### src/design/malu_pkg.sv
/*
  Shared types and constants for the ALU / table-read datapath.
  Assumes one instruction clock and a decoder that issues one op at a time.
*/
package malu_pkg;

  localparam int          MALU_DW        = 8;
  localparam int          MALU_ROM_AW    = 11;
  localparam int          MALU_ROM_DW    = 14;
  localparam int          MALU_RF_AW     = 6;
  localparam int          MALU_PTR_LSB   = 0;
  localparam int          MALU_PTR_W     = 3;
  localparam int          MALU_HI_W      = 6;
  localparam int          MALU_LO_MSB    = 7;
  localparam int          MALU_NIB       = 4;
  localparam logic [7:0]  MALU_ACCUM_RST = 8'h00;
  localparam logic [7:0]  MALU_TMD_RST   = 8'h00;
  localparam logic [5:0]  MALU_THD_RST   = 6'h00;
  localparam logic [7:0]  MALU_THP_RST   = 8'h00;
  localparam int          MALU_TBL_CYC   = 2;
  localparam logic        MALU_DEST_ACCUM = 1'b0;
  localparam logic        MALU_DEST_REG   = 1'b1;

  typedef enum logic [2:0] {
    MALU_OP_NONE,
    MALU_OP_SUBI,
    MALU_OP_TBL,
    MALU_OP_SWAP,
    MALU_OP_LDTMD,
    MALU_OP_RDTMD,
    MALU_OP_XORI,
    MALU_OP_XORR
  } malu_op_t;

  typedef struct packed {
    malu_op_t        op;
    logic [7:0]      imm;
    logic [5:0]      raddr;
    logic            dest;
  } malu_cmd_t;

  typedef struct packed {
    logic z;
    logic digit_carry;
    logic c;
  } malu_flags_t;

endpackage : malu_pkg

### src/design/malu_sub8.sv
/*
  Eight-bit subtractor a - b with zero, digit carry and carry; both carries are inverted borrows.
  Purely combinational; the caller registers the result.
*/
`timescale 1ns/1ps
module malu_sub8 import malu_pkg::*; (
  input  wire logic [7:0] a,      // Minuend
  input  wire logic [7:0] b,      // Subtrahend
  output logic      [7:0] diff,   // Difference
  output malu_flags_t     flags   // Flags of the difference
);
  logic [8:0] full;
  logic [4:0] low;

  always_comb begin
    full     = {1'b0, a} + {1'b0, ~b} + 9'h001;
    low      = {1'b0, a[3:0]} + {1'b0, ~b[3:0]} + 5'h01;
    diff     = full[7:0];
    flags.z  = (full[7:0] == 8'h00);
    flags.digit_carry = low[4];
    flags.c  = full[8];
  end
endmodule : malu_sub8

### src/design/malu_zdet.sv
/*
  Zero detector for one byte, used for the result of both XOR forms.
  Combinational only.
*/
`timescale 1ns/1ps
module malu_zdet #(
  parameter int W = 8             // Width of value
) (
  input  wire logic [W-1:0] val,  // Value tested
  output logic              zero  // High when val is all zero
);
  assign zero = (val == '0);
endmodule : malu_zdet

### src/design/malu_core.sv
/*
  Execution datapath for a subset of the instruction set: immediate subtract,
  nibble exchange, XOR immediate / register, timer mode moves and the two-cycle
  ROM table read. Assumes the decoder holds off new commands while busy is high
  and that the register file answers rf_rdata combinationally for cmd.raddr.
  // Function
  // RULE1: Immediate minus accumulator, sets three flags, one cycle
  // RULE2: Carry is inverted borrow on subtraction
  // RULE3: Table read addresses ROM by pointer and accumulator
  // RULE4: Upper six ROM bits load table high data
  // RULE5: Nibble exchange, one cycle, flags unchanged
  // RULE6: Destination bit zero accumulator, one register
  // RULE7: Load timer mode from accumulator, flags kept
  // RULE8: Read timer mode into accumulator, flags kept
  // RULE9: XOR immediate into accumulator, only Z changes
  // RULE10: XOR register to destination, only Z changes
  // RULE11: Unlisted flags hold, both table cycles included
*/
// Chosen here: the plain strobed port and the placing of the registers.
`timescale 1ns/1ps
module malu_core import malu_pkg::*; (
  input  wire logic                   clk,                 // Instruction clock
  input  wire logic                   resetn,              // Async reset, active low
  input  wire logic                   cmd_valid,           // One-cycle op strobe
  input  malu_cmd_t                   cmd,                 // Op, immediate, address, dest
  input  wire logic [7:0]             rf_rdata,            // Addressed register value
  input  wire logic [7:0]             table_high_pointer,  // Pointer for table read
  input  wire logic [MALU_ROM_DW-1:0] rom_data,            // ROM word, valid in the same cycle as rom_addr
  output logic      [MALU_ROM_AW-1:0] rom_addr,            // ROM address
  output logic                        rom_rd,              // ROM read request
  output logic      [7:0]             accumulator,         // Accumulator
  output logic      [7:0]             timer_zero_mode_reg, // Timer-0 mode register
  output logic      [5:0]             table_high_data,     // Table high data
  output malu_flags_t                 flags,               // Zero, digit carry, carry
  output logic                        rf_we,               // Register write strobe
  output logic      [5:0]             rf_waddr,            // Register write address
  output logic      [7:0]             rf_wdata,            // Register write data
  output logic                        busy                 // Table read in flight
);

  // ---------------------------------------------------------------
  // Combinational operators
  // ---------------------------------------------------------------
  logic [7:0]  sub_res;
  malu_flags_t sub_flg;
  logic [7:0]  xor_res;
  logic        xor_zero;
  logic [7:0]  swap_res;

  malu_sub8 u_sub (
    .a     (cmd.imm),
    .b     (accumulator),
    .diff  (sub_res),
    .flags (sub_flg)
  );

  assign xor_res = (cmd.op == MALU_OP_XORI) ? (accumulator ^ cmd.imm) : (accumulator ^ rf_rdata);

  malu_zdet #(.W(MALU_DW)) u_zdet (
    .val  (xor_res),
    .zero (xor_zero)
  );

  assign swap_res = {rf_rdata[MALU_NIB-1:0], rf_rdata[MALU_DW-1:MALU_NIB]};  // [RULE5]

  // ---------------------------------------------------------------
  // Table read sequencer
  // ---------------------------------------------------------------
  typedef enum logic {ST_IDLE, ST_FETCH} malu_st_t;
  malu_st_t state_r;
  logic     do_op;
  assign do_op = cmd_valid && (state_r == ST_IDLE);

  always_ff @(posedge clk or negedge resetn) begin
    if (!resetn) begin
      state_r <= ST_IDLE;
    end else begin
      case (state_r)
        ST_IDLE:  if (do_op && cmd.op == MALU_OP_TBL) state_r <= ST_FETCH;  // [RULE3]
        ST_FETCH: state_r <= ST_IDLE;
        default:  state_r <= ST_IDLE;
      endcase
    end
  end

  always_ff @(posedge clk or negedge resetn) begin
    if (!resetn) begin
      busy     <= 1'b0;
      rom_rd   <= 1'b0;
      rom_addr <= '0;
    end else begin
      // Busy spans exactly the fetch cycle, so the decoder can stall on it
      busy   <= do_op && cmd.op == MALU_OP_TBL;
      rom_rd <= do_op && cmd.op == MALU_OP_TBL;
      if (do_op && cmd.op == MALU_OP_TBL) begin
        rom_addr <= {table_high_pointer[MALU_PTR_LSB +: MALU_PTR_W], accumulator};  // [RULE3]
      end
    end
  end

  // ---------------------------------------------------------------
  // Accumulator
  // ---------------------------------------------------------------
  always_ff @(posedge clk or negedge resetn) begin
    if (!resetn) begin
      accumulator <= MALU_ACCUM_RST;
    end else if (state_r == ST_FETCH) begin
      // Fetch cycle wins: a command offered now is refused, never merged
      accumulator <= rom_data[MALU_LO_MSB:0];  // [RULE3]
    end else if (do_op) begin
      case (cmd.op)
        MALU_OP_SUBI:  accumulator <= sub_res;  // [RULE1]
        MALU_OP_RDTMD: accumulator <= timer_zero_mode_reg;  // [RULE8]
        MALU_OP_XORI:  accumulator <= xor_res;  // [RULE9]
        MALU_OP_XORR:  if (cmd.dest == MALU_DEST_ACCUM) accumulator <= xor_res;  // [RULE6] [RULE10]
        MALU_OP_SWAP:  if (cmd.dest == MALU_DEST_ACCUM) accumulator <= swap_res;  // [RULE6] [RULE5]
        default:       accumulator <= accumulator;
      endcase
    end
  end

  // ---------------------------------------------------------------
  // Table high data and timer mode
  // ---------------------------------------------------------------
  always_ff @(posedge clk or negedge resetn) begin
    if (!resetn) begin
      table_high_data <= MALU_THD_RST;
    end else if (state_r == ST_FETCH) begin
      table_high_data <= rom_data[MALU_ROM_DW-1:MALU_DW];  // [RULE4]
    end
  end

  always_ff @(posedge clk or negedge resetn) begin
    if (!resetn) begin
      timer_zero_mode_reg <= MALU_TMD_RST;
    end else if (do_op && cmd.op == MALU_OP_LDTMD) begin
      timer_zero_mode_reg <= accumulator;  // [RULE7]
    end
  end

  // ---------------------------------------------------------------
  // Register file write-back
  // ---------------------------------------------------------------
  always_ff @(posedge clk or negedge resetn) begin
    if (!resetn) begin
      rf_we    <= 1'b0;
      rf_waddr <= '0;
      rf_wdata <= 8'h00;
    end else begin
      rf_we    <= do_op && cmd.dest == MALU_DEST_REG &&
                  (cmd.op == MALU_OP_XORR || cmd.op == MALU_OP_SWAP);  // [RULE6]
      // Address and data follow every cycle; only rf_we qualifies them
      rf_waddr <= cmd.raddr;
      rf_wdata <= (cmd.op == MALU_OP_SWAP) ? swap_res : xor_res;  // [RULE5] [RULE10]
    end
  end

  // ---------------------------------------------------------------
  // Status flags
  // ---------------------------------------------------------------
  // Only subtraction and XOR touch flags; everything else holds them.
  always_ff @(posedge clk or negedge resetn) begin
    if (!resetn) begin
      flags <= '0;
    end else if (do_op) begin
      case (cmd.op)
        MALU_OP_SUBI: flags <= sub_flg;  // [RULE1] [RULE2]
        MALU_OP_XORI,
        MALU_OP_XORR: flags.z <= xor_zero;  // [RULE9] [RULE10]
        default:      flags <= flags;  // [RULE11]
      endcase
    end
  end
endmodule : malu_core

### config.mk
export PLATFORM = sky130hd
export DESIGN_NAME = malu_core
export DESIGN_NICKNAME = d
export VERILOG_FILES = /design/src/design/malu_pkg.sv /design/src/design/malu_sub8.sv /design/src/design/malu_zdet.sv /design/src/design/malu_core.sv
export SDC_FILE = /design/constraint.sdc
export NUM_CORES = 1
export LEC_CHECK = 0
export BUFFER_PORTS_ARGS = -buffer_cell sky130_fd_sc_hd__buf_4
export CORE_ASPECT_RATIO = 0.8
export CORE_MARGIN = 5
export CORE_UTILIZATION = 25
export CTS_BUF_LIST = sky130_fd_sc_hd__clkbuf_16
export DETAILED_ROUTE_END_ITERATION = 7
export GPL_TIMING_DRIVEN = 0
export MAX_ROUTING_LAYER = met4
export PLACE_DENSITY = 0.42
export SLEW_MARGIN = 20
export SYNTH_ARGS = -nofsm -noshare
export SYNTH_HDL_FRONTEND = slang
export SYNTH_SLANG_ARGS = --single-unit
### constraint.sdc
create_clock -name clk -period 2.8 [get_ports clk]
set_input_delay 0.56 -clock clk [delete_from_list [all_inputs] [get_ports clk]]
set_output_delay 0.56 -clock clk [all_outputs]
set_load 0.02 [all_outputs]
==> results.py, run 1 <==
metrics = {
    "status": {
        "run_status": "finished clean",
    },
    "worst_setup_path": {
        "endpoint_kind": "register",
        "reg2reg_from": "accumulator[0]$_DFFE_PN0P_",
        "critPathMaxFanout": 7,
        "critical_path_arrival_ps": 2810,
        "critPathKind": "reg2reg",
        "r2r_setup_slack_ps": 190,
        "reg2reg_depth": 8,
        "cp.required_ps": 2990,
        "worst_setup_path_start_kind": "register",
        "r2r-end": "flags[2]$_DFFE_PN0P_",
    },
    "global_route": {
        "grt_overflow": 0,
        "antenna_found_initial": 0,
        "grt_max_degree": 54,
        "grt_pass1_vias": 2470,
        "grt_pass1_wl_um": 14400,
        "grt_usage_pct": 14.2,
    },
    "synthesis": {
        "synth.top_cells.by_count": "dfrtp_1, mux2_2, nand2_1",
        "synth_compound_area_share_pct": 15.0,
        "synth_area_mm2": 0.00284,
        "syn_area_per_cell_um2": 10.7,
        "synth-seq-cells": 53,
        "synth_edf_count": 0,
        "syn_nets": 325,
        "yosysTopAreaCell": "dfrtp_1",
        "synth_xor_area_share_pct": 4.32,
        "synth_top_family_by_area": "compound AO/OA/AOI/OAI gates",
        "synthFlopType": "dfrtp_1",
        "netlist_top_cells_area": "dfrtp_1, mux2_2, mux2i_1",
        "seq_area_frac_synth_pct": 46.8,
        "synth_top_area_share_pct": 46.8,
        "synthAdderAreaFrac_pct": 4.23,
        "yosysMostFrequentCell": "dfrtp_1",
        "synth_cell_types": 52,
        "synthSimpleGateAreaFrac_pct": 11.2,
        "syn_inst": 265,
        "synth_mux_area_share_pct": 14.2,
        "ys_warn_count": 0,
        "ys_async_sr_fraction_pct": 100,
    },
    "clock_network": {
        "cts-buffers-inserted": 5,
        "clkSlewWorstSetupHoldPaths_ps": 80,
        "max-clock-path-buffers": 2,
        "post_cts_resized": 0,
        "post_cts_buffers": 0,
        "cts_hold_buf": 0,
        "cts.sinks": 53,
        "root_buffer": "clkbuf_16",
        "clkLatencyLatePin_ps": 300,
        "htreeDepth": 2,
        "tritoncts": "done",
    },
    "cells_and_area": {
        "multi_input_area_mm2": 0.00139,
        "regArea_mm2": 0.00133,
        "fin_nets": 430,
        "diodes": 0,
        "nFillCells": 1164,
        "syn2layout_area_growth_pct": 37.4,
        "final_cell_count_no_fill": 515,
        "top_register": "rom_addr",
        "largest_reg_flops": 11,
        "drive_gt1_share_pct": 39.6,
    },
    "pwr": {
        "internal_power_mw": 2.01,
        "power.leakage_nw": 1.83,
        "seq_power_share_pct": 35.0,
        "p_per_area_mw_per_mm2": 860,
        "switchingPower_mw": 1.34,
        "p_clk_share_pct": 18.6,
        "p_sw_share_pct": 40.0,
        "peakVddDrop_v": 0.000441,
        "combPwrFrac_pct": 46.4,
    },
    "die": {
        "start_util_pct": 25.8,
        "die_w_um": 129,
        "rows": 34,
        "die_area_mm2": 0.0136,
        "core_mm2": 0.0110,
        "ios": 104,
        "die_h_um": 105,
    },
    "detailed_routing": {
        "routed_wl_um": 9320,
        "ant_nets": 0,
        "drt-pass1-iter-count": 4,
        "first_iter_violations": 155,
        "num_vias": 2402,
        "routed_via_density": 4.66,
        "drc_errors": 0,
        "wl_per_cell_um": 18.1,
    },
    "timing": {
        "layout_min_cycle_time_ps": 2610,
        "slew_headroom_pct": 51.8,
        "setup_violations": 0,
        "finClkSkew_ps": 7.34,
        "setup_tns_ps": 0,
        "drv_slew": 0,
        "final_hold_viol_count": 0,
        "worst_pin_slew_ps": 714,
        "rsz0062_at_grt": "no",
        "clock.fmax_mhz": 383,
        "fin_crit_sh_pct": 93.4,
        "holdWs_ps": 318,
    },
    "placement": {
        "gp_congestion": 0.884,
        "dp_cells": 507,
        "dp_hpwl_um": 7250,
        "io_buffers": 98,
    },
    "flow_run": {
        "cap_violations": 0,
    },
    "worst_hold_path": {
        "hold_class": "in2async",
    },
}
cells in the final DEF (no fill, tap or decap), types with 2 or more instances in the layout:
cell type | Yosys | layout
dfrtp_1 | 53 | 53
inv_1 | 12 | 13
clkbuf_16 | 0 | 5
nor3_1 | 5 | 5
mux2i_1 | 11 | 11
mux2_2 | 26 | 26
xnor2_1 | 12 | 12
xor2_1 | 2 | 2
o21a_1 | 4 | 4
a31oi_1 | 6 | 6
nand2b_1 | 2 | 2
nand3_1 | 2 | 2
buf_6 | 2 | 2
clkinvlp_4 | 0 | 2
a21oi_1 | 12 | 12
buf_2 | 5 | 5
o21ai_0 | 15 | 15
buf_1 | 3 | 3
o22ai_1 | 6 | 6
ha_1 | 8 | 8
nand2_1 | 22 | 22
a22o_1 | 4 | 4
o221ai_1 | 2 | 2
nor2b_1 | 6 | 6
a211oi_1 | 2 | 2
buf_4 | 1 | 99
clkbuf_1 | 2 | 2
nor2_1 | 14 | 14
critical path, stage by stage (launching register included):
cell	delay (ps)
dfrtp_1	490
ha_1	270
fa_1	450
nor2b_4	150
o21ai_2	50
nand2b_1	110
xor2_1	110
or4_4	540
o41ai_2	340
per-layer routing:
metal	track usage (%)	vias to the layer above	wire length, um
met5	-	-	0
met4	2.32	0	89
met3	3.49	8	556
met2	19.8	86	3920
met1	21.0	1146	4760
li1	-	1162	-
cells by family after synthesis:
logic type      Yosys count
xor+xnor                 14
buf+inv                  26
fa+ha+maj                 9
flops                    53
mux                      37
simple gates             62
compound gates           64
power groups by stage:
stage          clock network (mW)  registers, mW  logic (mW)
4_1_cts                     0.652           1.18        1.57
3_3_place_gp                    0           1.18        1.56
6_report                    0.625           1.17        1.56
5_1_grt                     0.683           1.21        1.69
2_1_floorplan                   0           1.42       0.647
3_5_place_dp                    0           1.19        1.56
cell type report:
cell class / count / area share (%)
Buffer: 14 / 2.02
Clock buffer: 5 / 3.21
Clock inverter: 3 / 0.482
Inverter: 12 / 1.16
Multi-Input combinational cell: 186 / 35.6
Sequential cell: 53 / 34.0
Tap cell: 144 / 4.62
Timing Repair Buffer: 98 / 18.9
stage by stage:
step / cell area (um2) / setup WS, ps / power (mW) / util [%]
finish: 3900 / 186 / 3.35 / 35.5
global route: 3900 / 82.2 / 3.58 / 35.5
CTS: 3900 / 189 / 3.40 / 35.5
detailed placement: 3750 / 45.3 / 2.75 / 34.2
global placement: 3750 / 35.9 / 2.75 / 34.2
floorplan: 2840 / 313 / 2.07 / -
how the worst max path moves through the flow:
| stage | to | cells after the start | from |
|---|---|---|---|
| floorplan | flags[2]$_DFFE_PN0P_ | 9 | cmd[7] |
| global placement | flags[2]$_DFFE_PN0P_ | 10 | cmd[7] |
| detailed placement | flags[2]$_DFFE_PN0P_ | 10 | cmd[7] |
| CTS | flags[2]$_DFFE_PN0P_ | 8 | accumulator[0]$_DFFE_PN0P_ |
| global route | flags[2]$_DFFE_PN0P_ | 8 | accumulator[0]$_DFFE_PN0P_ |
| finish | flags[2]$_DFFE_PN0P_ | 8 | accumulator[0]$_DFFE_PN0P_ |
(Power assumes the default switching activity.)
==> run 2, diff against run 1 <==
--- a/config.mk
+++ b/config.mk
@@ -17,4 +17,5 @@
 export SLEW_MARGIN = 20
 export SYNTH_ARGS = -nofsm -noshare
 export SYNTH_HDL_FRONTEND = slang
+export SYNTH_HIERARCHICAL = 1
 export SYNTH_SLANG_ARGS = --single-unit
==> run 2 against run 1 <==
Effect of this change:
- cell count increased by 3.1%
- final area up 4.7%
- critical path depth grew 1
- hold slack got worse by 12 ps
- global-route usage shrank 0.81 points
- clock power is 11% higher
- critical endpoint unchanged
==> results.py, run 2 <==
metrics = {
    "timing": {
        "slew_headroom_pct": 53.6,
        "rsz0062_at_grt": "no",
        "fin_crit_sh_pct": 88.3,
        "layout_min_cycle_time_ps": 2470,
        "setup_violations": 0,
        "drv_slew": 0,
        "final_hold_viol_count": 0,
        "setup_tns_ps": 0,
        "finClkSkew_ps": 6.60,
        "worst_pin_slew_ps": 697,
        "holdWs_ps": 306,
        "clock.fmax_mhz": 405,
    },
    "global_route": {
        "use_met1_pct": 19.1,
        "use_met3_pct": 3.77,
        "grt_pass1_vias": 2609,
        "grt_usage_pct": 13.4,
        "grt_max_degree": 54,
        "busiest_layer": "met1",
        "grt_pass1_wl_um": 14600,
        "grt_overflow": 0,
        "antenna_found_initial": 0,
        "use_met2_pct": 18.9,
    },
    "pwr": {
        "power.leakage_nw": 1.97,
        "p_clk_share_pct": 21.3,
        "internal_power_mw": 2.05,
        "combPwrFrac_pct": 42.8,
        "switchingPower_mw": 1.21,
        "p_sw_share_pct": 37.1,
        "peakVddDrop_v": 0.000362,
        "seq_power_share_pct": 36.0,
        "p_per_area_mw_per_mm2": 798,
    },
    "status": {
        "run_status": "finished clean",
    },
    "worst_setup_path": {
        "cp_slowest_cell": "dfrtp_1",
        "r2r-end": "flags[2]$_DFFE_PN0P_",
        "slowest_delay_ps": 490,
        "cp_cell_sequence": "ha_1 -> fa_1 -> nor2b_1 -> o31a_1 -> o31a_1 -> a21oi_1 -> nor4_2 -> nor3_1 -> a211oi_1",
        "critPathMostFrequentCell": "o31a_1",
        "reg2reg_depth": 9,
        "worst_setup_path_start_kind": "register",
        "path_delay_family": "adder cells",
        "r2r_setup_slack_ps": 330,
        "path_depth": 9,
        "reg2reg_from": "accumulator[0]$_DFFE_PN0P_",
        "endpoint_kind": "register",
        "worstPathBufferInverterCount": 0,
        "cp.required_ps": 3000,
        "critical_path_arrival_ps": 2670,
        "critPathKind": "reg2reg",
        "critPathMaxFanout": 7,
    },
    "synthesis": {
        "syn_nets": 339,
        "syn_area_per_cell_um2": 10.8,
        "syn_inst": 279,
        "synth-seq-cells": 53,
        "ys_async_sr_fraction_pct": 100,
        "synth_cell_types": 42,
        "ys_warn_count": 6,
        "synth_area_mm2": 0.00301,
        "synth_top_family_by_area": "compound AO/OA/AOI/OAI gates",
        "synth.top_cells.by_count": "dfrtp_1, nand2_1, mux2_2",
        "synth_top_area_share_pct": 44.1,
        "synth_compound_area_share_pct": 14.6,
        "yosysTopAreaCell": "dfrtp_1",
        "synthFlopType": "dfrtp_1",
        "seq_area_frac_synth_pct": 44.1,
        "synth_mux_area_share_pct": 14.3,
        "yosysMostFrequentCell": "dfrtp_1",
        "synthAdderAreaFrac_pct": 4.00,
        "synthSimpleGateAreaFrac_pct": 13.0,
        "synth_edf_count": 0,
        "netlist_top_cells_area": "dfrtp_1, mux2_2, xnor2_1",
        "synth_xor_area_share_pct": 5.53,
    },
    "cells_and_area": {
        "nFillCells": 1178,
        "layout_commonest_cell": "buf_4",
        "top_register": "rom_addr",
        "regArea_mm2": 0.00133,
        "syn2layout_area_growth_pct": 35.7,
        "final_cell_mix": "buf_4, dfrtp_1, nand2_1, mux2_2, xnor2_1",
        "drive_gt1_share_pct": 37.3,
        "multi_input_area_mm2": 0.00155,
        "diodes": 0,
        "largest_reg_flops": 11,
        "final_util_pct": 35.0,
        "fin_nets": 442,
    },
    "clock_network": {
        "clkSlewWorstSetupHoldPaths_ps": 70,
        "max-clock-path-buffers": 2,
        "htreeDepth": 2,
        "tritoncts": "done",
        "cts-buffers-inserted": 5,
        "root_buffer": "clkbuf_16",
        "post_cts_resized": 0,
        "cts_hold_buf": 0,
        "post_cts_buffers": 0,
        "clkLatencyLatePin_ps": 290,
        "cts.sinks": 53,
    },
    "die": {
        "rows": 35,
        "ios": 104,
        "die_area_mm2": 0.0143,
        "die_w_um": 133,
        "core_mm2": 0.0116,
        "start_util_pct": 25.8,
        "die_h_um": 108,
    },
    "detailed_routing": {
        "num_vias": 2515,
        "wl_per_cell_um": 17.6,
        "routed_wl_um": 9340,
        "drc_errors": 0,
        "drt-pass1-iter-count": 4,
        "ant_nets": 0,
        "first_iter_violations": 91,
        "routed_via_density": 4.74,
    },
    "placement": {
        "gp_congestion": 0.796,
        "io_buffers": 96,
        "dp_hpwl_um": 7290,
    },
    "flow_run": {
        "cap_violations": 0,
    },
    "worst_hold_path": {
        "hold_class": "in2async",
    },
}
run 2: cell types whose count changed in the layout (fill, tap and decap cells not counted), moves of 4 or more:
cell      delta
a31oi_1      -6
a21oi_1      +6
mux2i_1      +5
nor2_1       -6
o22ai_1      -6
a221o_1      +7
nand2_1     +12
o211ai_1     +9
o21ai_0     -12
a22o_1       +4
xnor2_1      +7
run 2: layer usage:
| layer | part of all wire, % | wire length, um |
|---|---|---|
| met5 | 0 | 0 |
| met4 | 0.97 | 91 |
| met3 | 5.7 | 536 |
| met2 | 41 | 3870 |
| met1 | 52 | 4850 |
run 2: kinds of logic (layout without fill, tap and decap cells):
group / after synthesis / in the layout
xor+xnor: 19 / 19
buf+inv: 27 / 131
mux: 40 / 40
simple gates: 71 / 71
flops: 53 / 53
fa+ha+maj: 9 / 9
compound gates: 60 / 60
run 2: through the flow:
step | worst slack [ps] | power (mW) | cells | cell area [um2]
4_1_cts | 278 | 3.31 | 531 | 4080
6_report | 328 | 3.26 | 531 | 4080
2_1_floorplan | 535 | 1.97 | 279 | 3010
5_1_grt | 127 | 3.46 | 531 | 4080
3_5_place_dp | 166 | 2.59 | 523 | 3910
3_3_place_gp | 101 | 2.59 | 523 | 3910
run 2: worst max-delay path by stage:
| stage | startpoint | end | slack [ps] |
|---|---|---|---|
| floorplan | cmd[7] | flags[2]$_DFFE_PN0P_ | 530 |
| global placement | cmd[7] | flags[2]$_DFFE_PN0P_ | 100 |
| detailed placement | cmd[7] | flags[2]$_DFFE_PN0P_ | 170 |
| CTS | accumulator[0]$_DFFE_PN0P_ | flags[2]$_DFFE_PN0P_ | 280 |
| global route | accumulator[0]$_DFFE_PN0P_ | flags[2]$_DFFE_PN0P_ | 130 |
| finish | accumulator[0]$_DFFE_PN0P_ | flags[2]$_DFFE_PN0P_ | 330 |
run 2: layout make-up:
type | count | area share, %
Tap cell | 148 | 4.54
Timing Repair Buffer | 96 | 17.7
Multi-Input combinational cell | 199 | 37.9
Inverter | 14 | 1.29
Buffer | 13 | 1.96
Sequential cell | 53 | 32.5
Clock inverter | 3 | 1.04
Clock buffer | 5 | 3.07
run 2: power groups by stage:
| stage | registers, mW | clock network [mW] | logic [mW] |
|---|---|---|---|
| floorplan | 1.38 | 0 | 0.593 |
| global placement | 1.19 | 0 | 1.40 |
| detailed placement | 1.19 | 0 | 1.40 |
| CTS | 1.18 | 0.724 | 1.41 |
| global route | 1.20 | 0.753 | 1.51 |
| finish | 1.17 | 0.693 | 1.39 |
==> run 3, diff against run 2 <==
--- a/config.mk
+++ b/config.mk
@@ -8,14 +8,13 @@
 export BUFFER_PORTS_ARGS = -buffer_cell sky130_fd_sc_hd__buf_4
 export CORE_ASPECT_RATIO = 0.8
 export CORE_MARGIN = 5
-export CORE_UTILIZATION = 25
+export CORE_UTILIZATION = 40
 export CTS_BUF_LIST = sky130_fd_sc_hd__clkbuf_16
 export DETAILED_ROUTE_END_ITERATION = 7
 export GPL_TIMING_DRIVEN = 0
 export MAX_ROUTING_LAYER = met4
-export PLACE_DENSITY = 0.42
+export PLACE_DENSITY = 0.63
 export SLEW_MARGIN = 20
 export SYNTH_ARGS = -nofsm -noshare
 export SYNTH_HDL_FRONTEND = slang
-export SYNTH_HIERARCHICAL = 1
 export SYNTH_SLANG_ARGS = --single-unit
==> run 3 against run 2 <==
Effect of this change:
- critical path type unchanged
- cell count fell by 14%
- core utilization rose by 21 points
- worst setup slack got worse by 110 ps
- combinational power rose by 11%
- clock power fell by 7.5%
- clock skew rose by 3.0 ps
- highest routed layer unchanged
- non-clock buffer count rose by 3
- wire length fell by 13%
==> results.py, run 3 (synthesis gave the netlist of run 1 again) <==
metrics = {
    "status": {
        "run_status": "finished clean",
    },
    "cells_and_area": {
        "final_cell_mix": "buf_4, dfrtp_1, mux2_2, nand2_1, o21ai_0",
        "final_util_pct": 55.6,
        "nFillCells": 659,
        "layout_commonest_cell": "buf_4",
        "syn2layout_area_growth_pct": 35.1,
        "drive_gt1_share_pct": 39.9,
        "diodes": 0,
        "top_register": "rom_addr",
        "design_area_mm2": 0.00383,
        "largest_reg_flops": 11,
        "fin_nets": 430,
        "final_cell_count_no_fill": 458,
    },
    "detailed_routing": {
        "routed_wl_um": 8160,
        "drt-pass1-iter-count": 4,
        "ant_nets": 0,
        "num_vias": 2463,
        "drc_errors": 0,
        "routed_via_density": 5.38,
        "first_iter_violations": 214,
        "wl_per_cell_um": 17.8,
    },
    "global_route": {
        "grt_pass1_wl_um": 13000,
        "grt_pass1_vias": 2458,
        "antenna_found_initial": 0,
        "grt_overflow": 0,
        "grt_usage_pct": 18.9,
        "grt_max_degree": 54,
    },
    "worst_hold_path": {
        "hold_class": "in2async",
    },
    "timing": {
        "fin_ws_ps": 223,
        "holdWs_ps": 293,
        "fin_crit_sh_pct": 92.0,
        "rsz0062_at_grt": "no",
        "setup_tns_ps": 0,
        "worst_pin_slew_ps": 668,
        "layout_min_cycle_time_ps": 2580,
        "setup_violations": 0,
        "clock.fmax_mhz": 388,
        "drv_slew": 0,
        "final_hold_viol_count": 0,
        "finClkSkew_ps": 9.61,
        "slew_headroom_pct": 54.9,
    },
    "placement": {
        "gp_congestion": 0.914,
        "dp_hpwl_um": 6450,
        "io_buffers": 98,
        "placed_area_mm2": 0.00368,
        "dp_slack_ps": 57.9,
        "dp_cells": 450,
    },
    "worst_setup_path": {
        "r2r_setup_slack_ps": 220,
        "critPathLaunch": "accumulator[0]$_DFFE_PN0P_",
        "critical_path_arrival_ps": 2780,
        "critPathKind": "reg2reg",
        "reg2reg_from": "accumulator[0]$_DFFE_PN0P_",
        "critPathMaxFanout": 7,
        "cp.required_ps": 3000,
        "worst_setup_path_start_kind": "register",
        "endpoint_kind": "register",
    },
    "clock_network": {
        "cts-buffers-inserted": 5,
        "root_buffer": "clkbuf_16",
        "cts.sinks": 53,
        "clkSlewWorstSetupHoldPaths_ps": 80,
        "post_cts_resized": 0,
        "htreeDepth": 2,
        "tritoncts": "done",
        "cts_hold_buf": 0,
        "post_cts_buffers": 0,
        "max-clock-path-buffers": 2,
        "clkLatencyLatePin_ps": 300,
    },
    "pwr": {
        "power.leakage_nw": 1.83,
        "peakVddDrop_v": 0.000405,
        "p_per_area_mw_per_mm2": 873,
        "power_mw": 3.35,
    },
    "die": {
        "die_area_mm2": 0.00889,
        "die_h_um": 85.3,
        "start_util_pct": 41.2,
        "die_w_um": 104,
        "rows": 27,
        "ios": 104,
        "core_mm2": 0.00689,
    },
    "flow_run": {
        "cap_violations": 0,
    },
}
run 3: routing by layer:
metal / up-vias / track usage, % / share of wire [%]
li1: 1163 / - / -
met1: 1189 / 27.0 / 48
met2: 103 / 27.8 / 44
met3: 8 / 4.03 / 7.0
met4: 0 / 3.53 / 0.72
met5: - / - / 0
run 3: power breakdown:
part | total (mW) | switching (mW) | internal (mW)
clock network | 0.641 | 0.303 | 0.338
logic | 1.54 | 0.840 | 0.696
registers | 1.17 | 0.181 | 0.989
run 3: final timing paths:
| path | end | depth (start not counted) |
|---|---|---|
| worst min-delay path | timer_zero_mode_reg[3]$_DFFE_PN0P_ | 1 |
| min in group clk | rf_waddr[4]$_DFF_PN0_ | 1 |
| max in group asynchronous | state_r$_DFF_PN0_ | 1 |
| worst max register to register | flags[2]$_DFFE_PN0P_ | 8 |
| worst min register to register | rom_addr[6]$_DFFE_PN0P_ | 1 |
| worst max-delay path | flags[2]$_DFFE_PN0P_ | 8 |
run 3: area by class of cell:
class	count	area, um2	area share, %
Buffer	14	78.8	2.06
Inverter	12	45.0	1.18
Sequential cell	53	1330	34.6
Clock buffer	5	125	3.26
Multi-Input combinational cell	186	1390	36.2
Timing Repair Buffer	98	736	19.2
Clock inverter	3	26.3	0.686
Tap cell	87	109	2.84
run 3: critical path, stage by stage, from the launching register on:
cell and delay [ps]:
dfrtp_1 490, ha_1 260, fa_1 440, nor2b_4 150
o21ai_2 50, nand2b_1 110, xor2_1 100, or4_4 530
o41ai_2 340
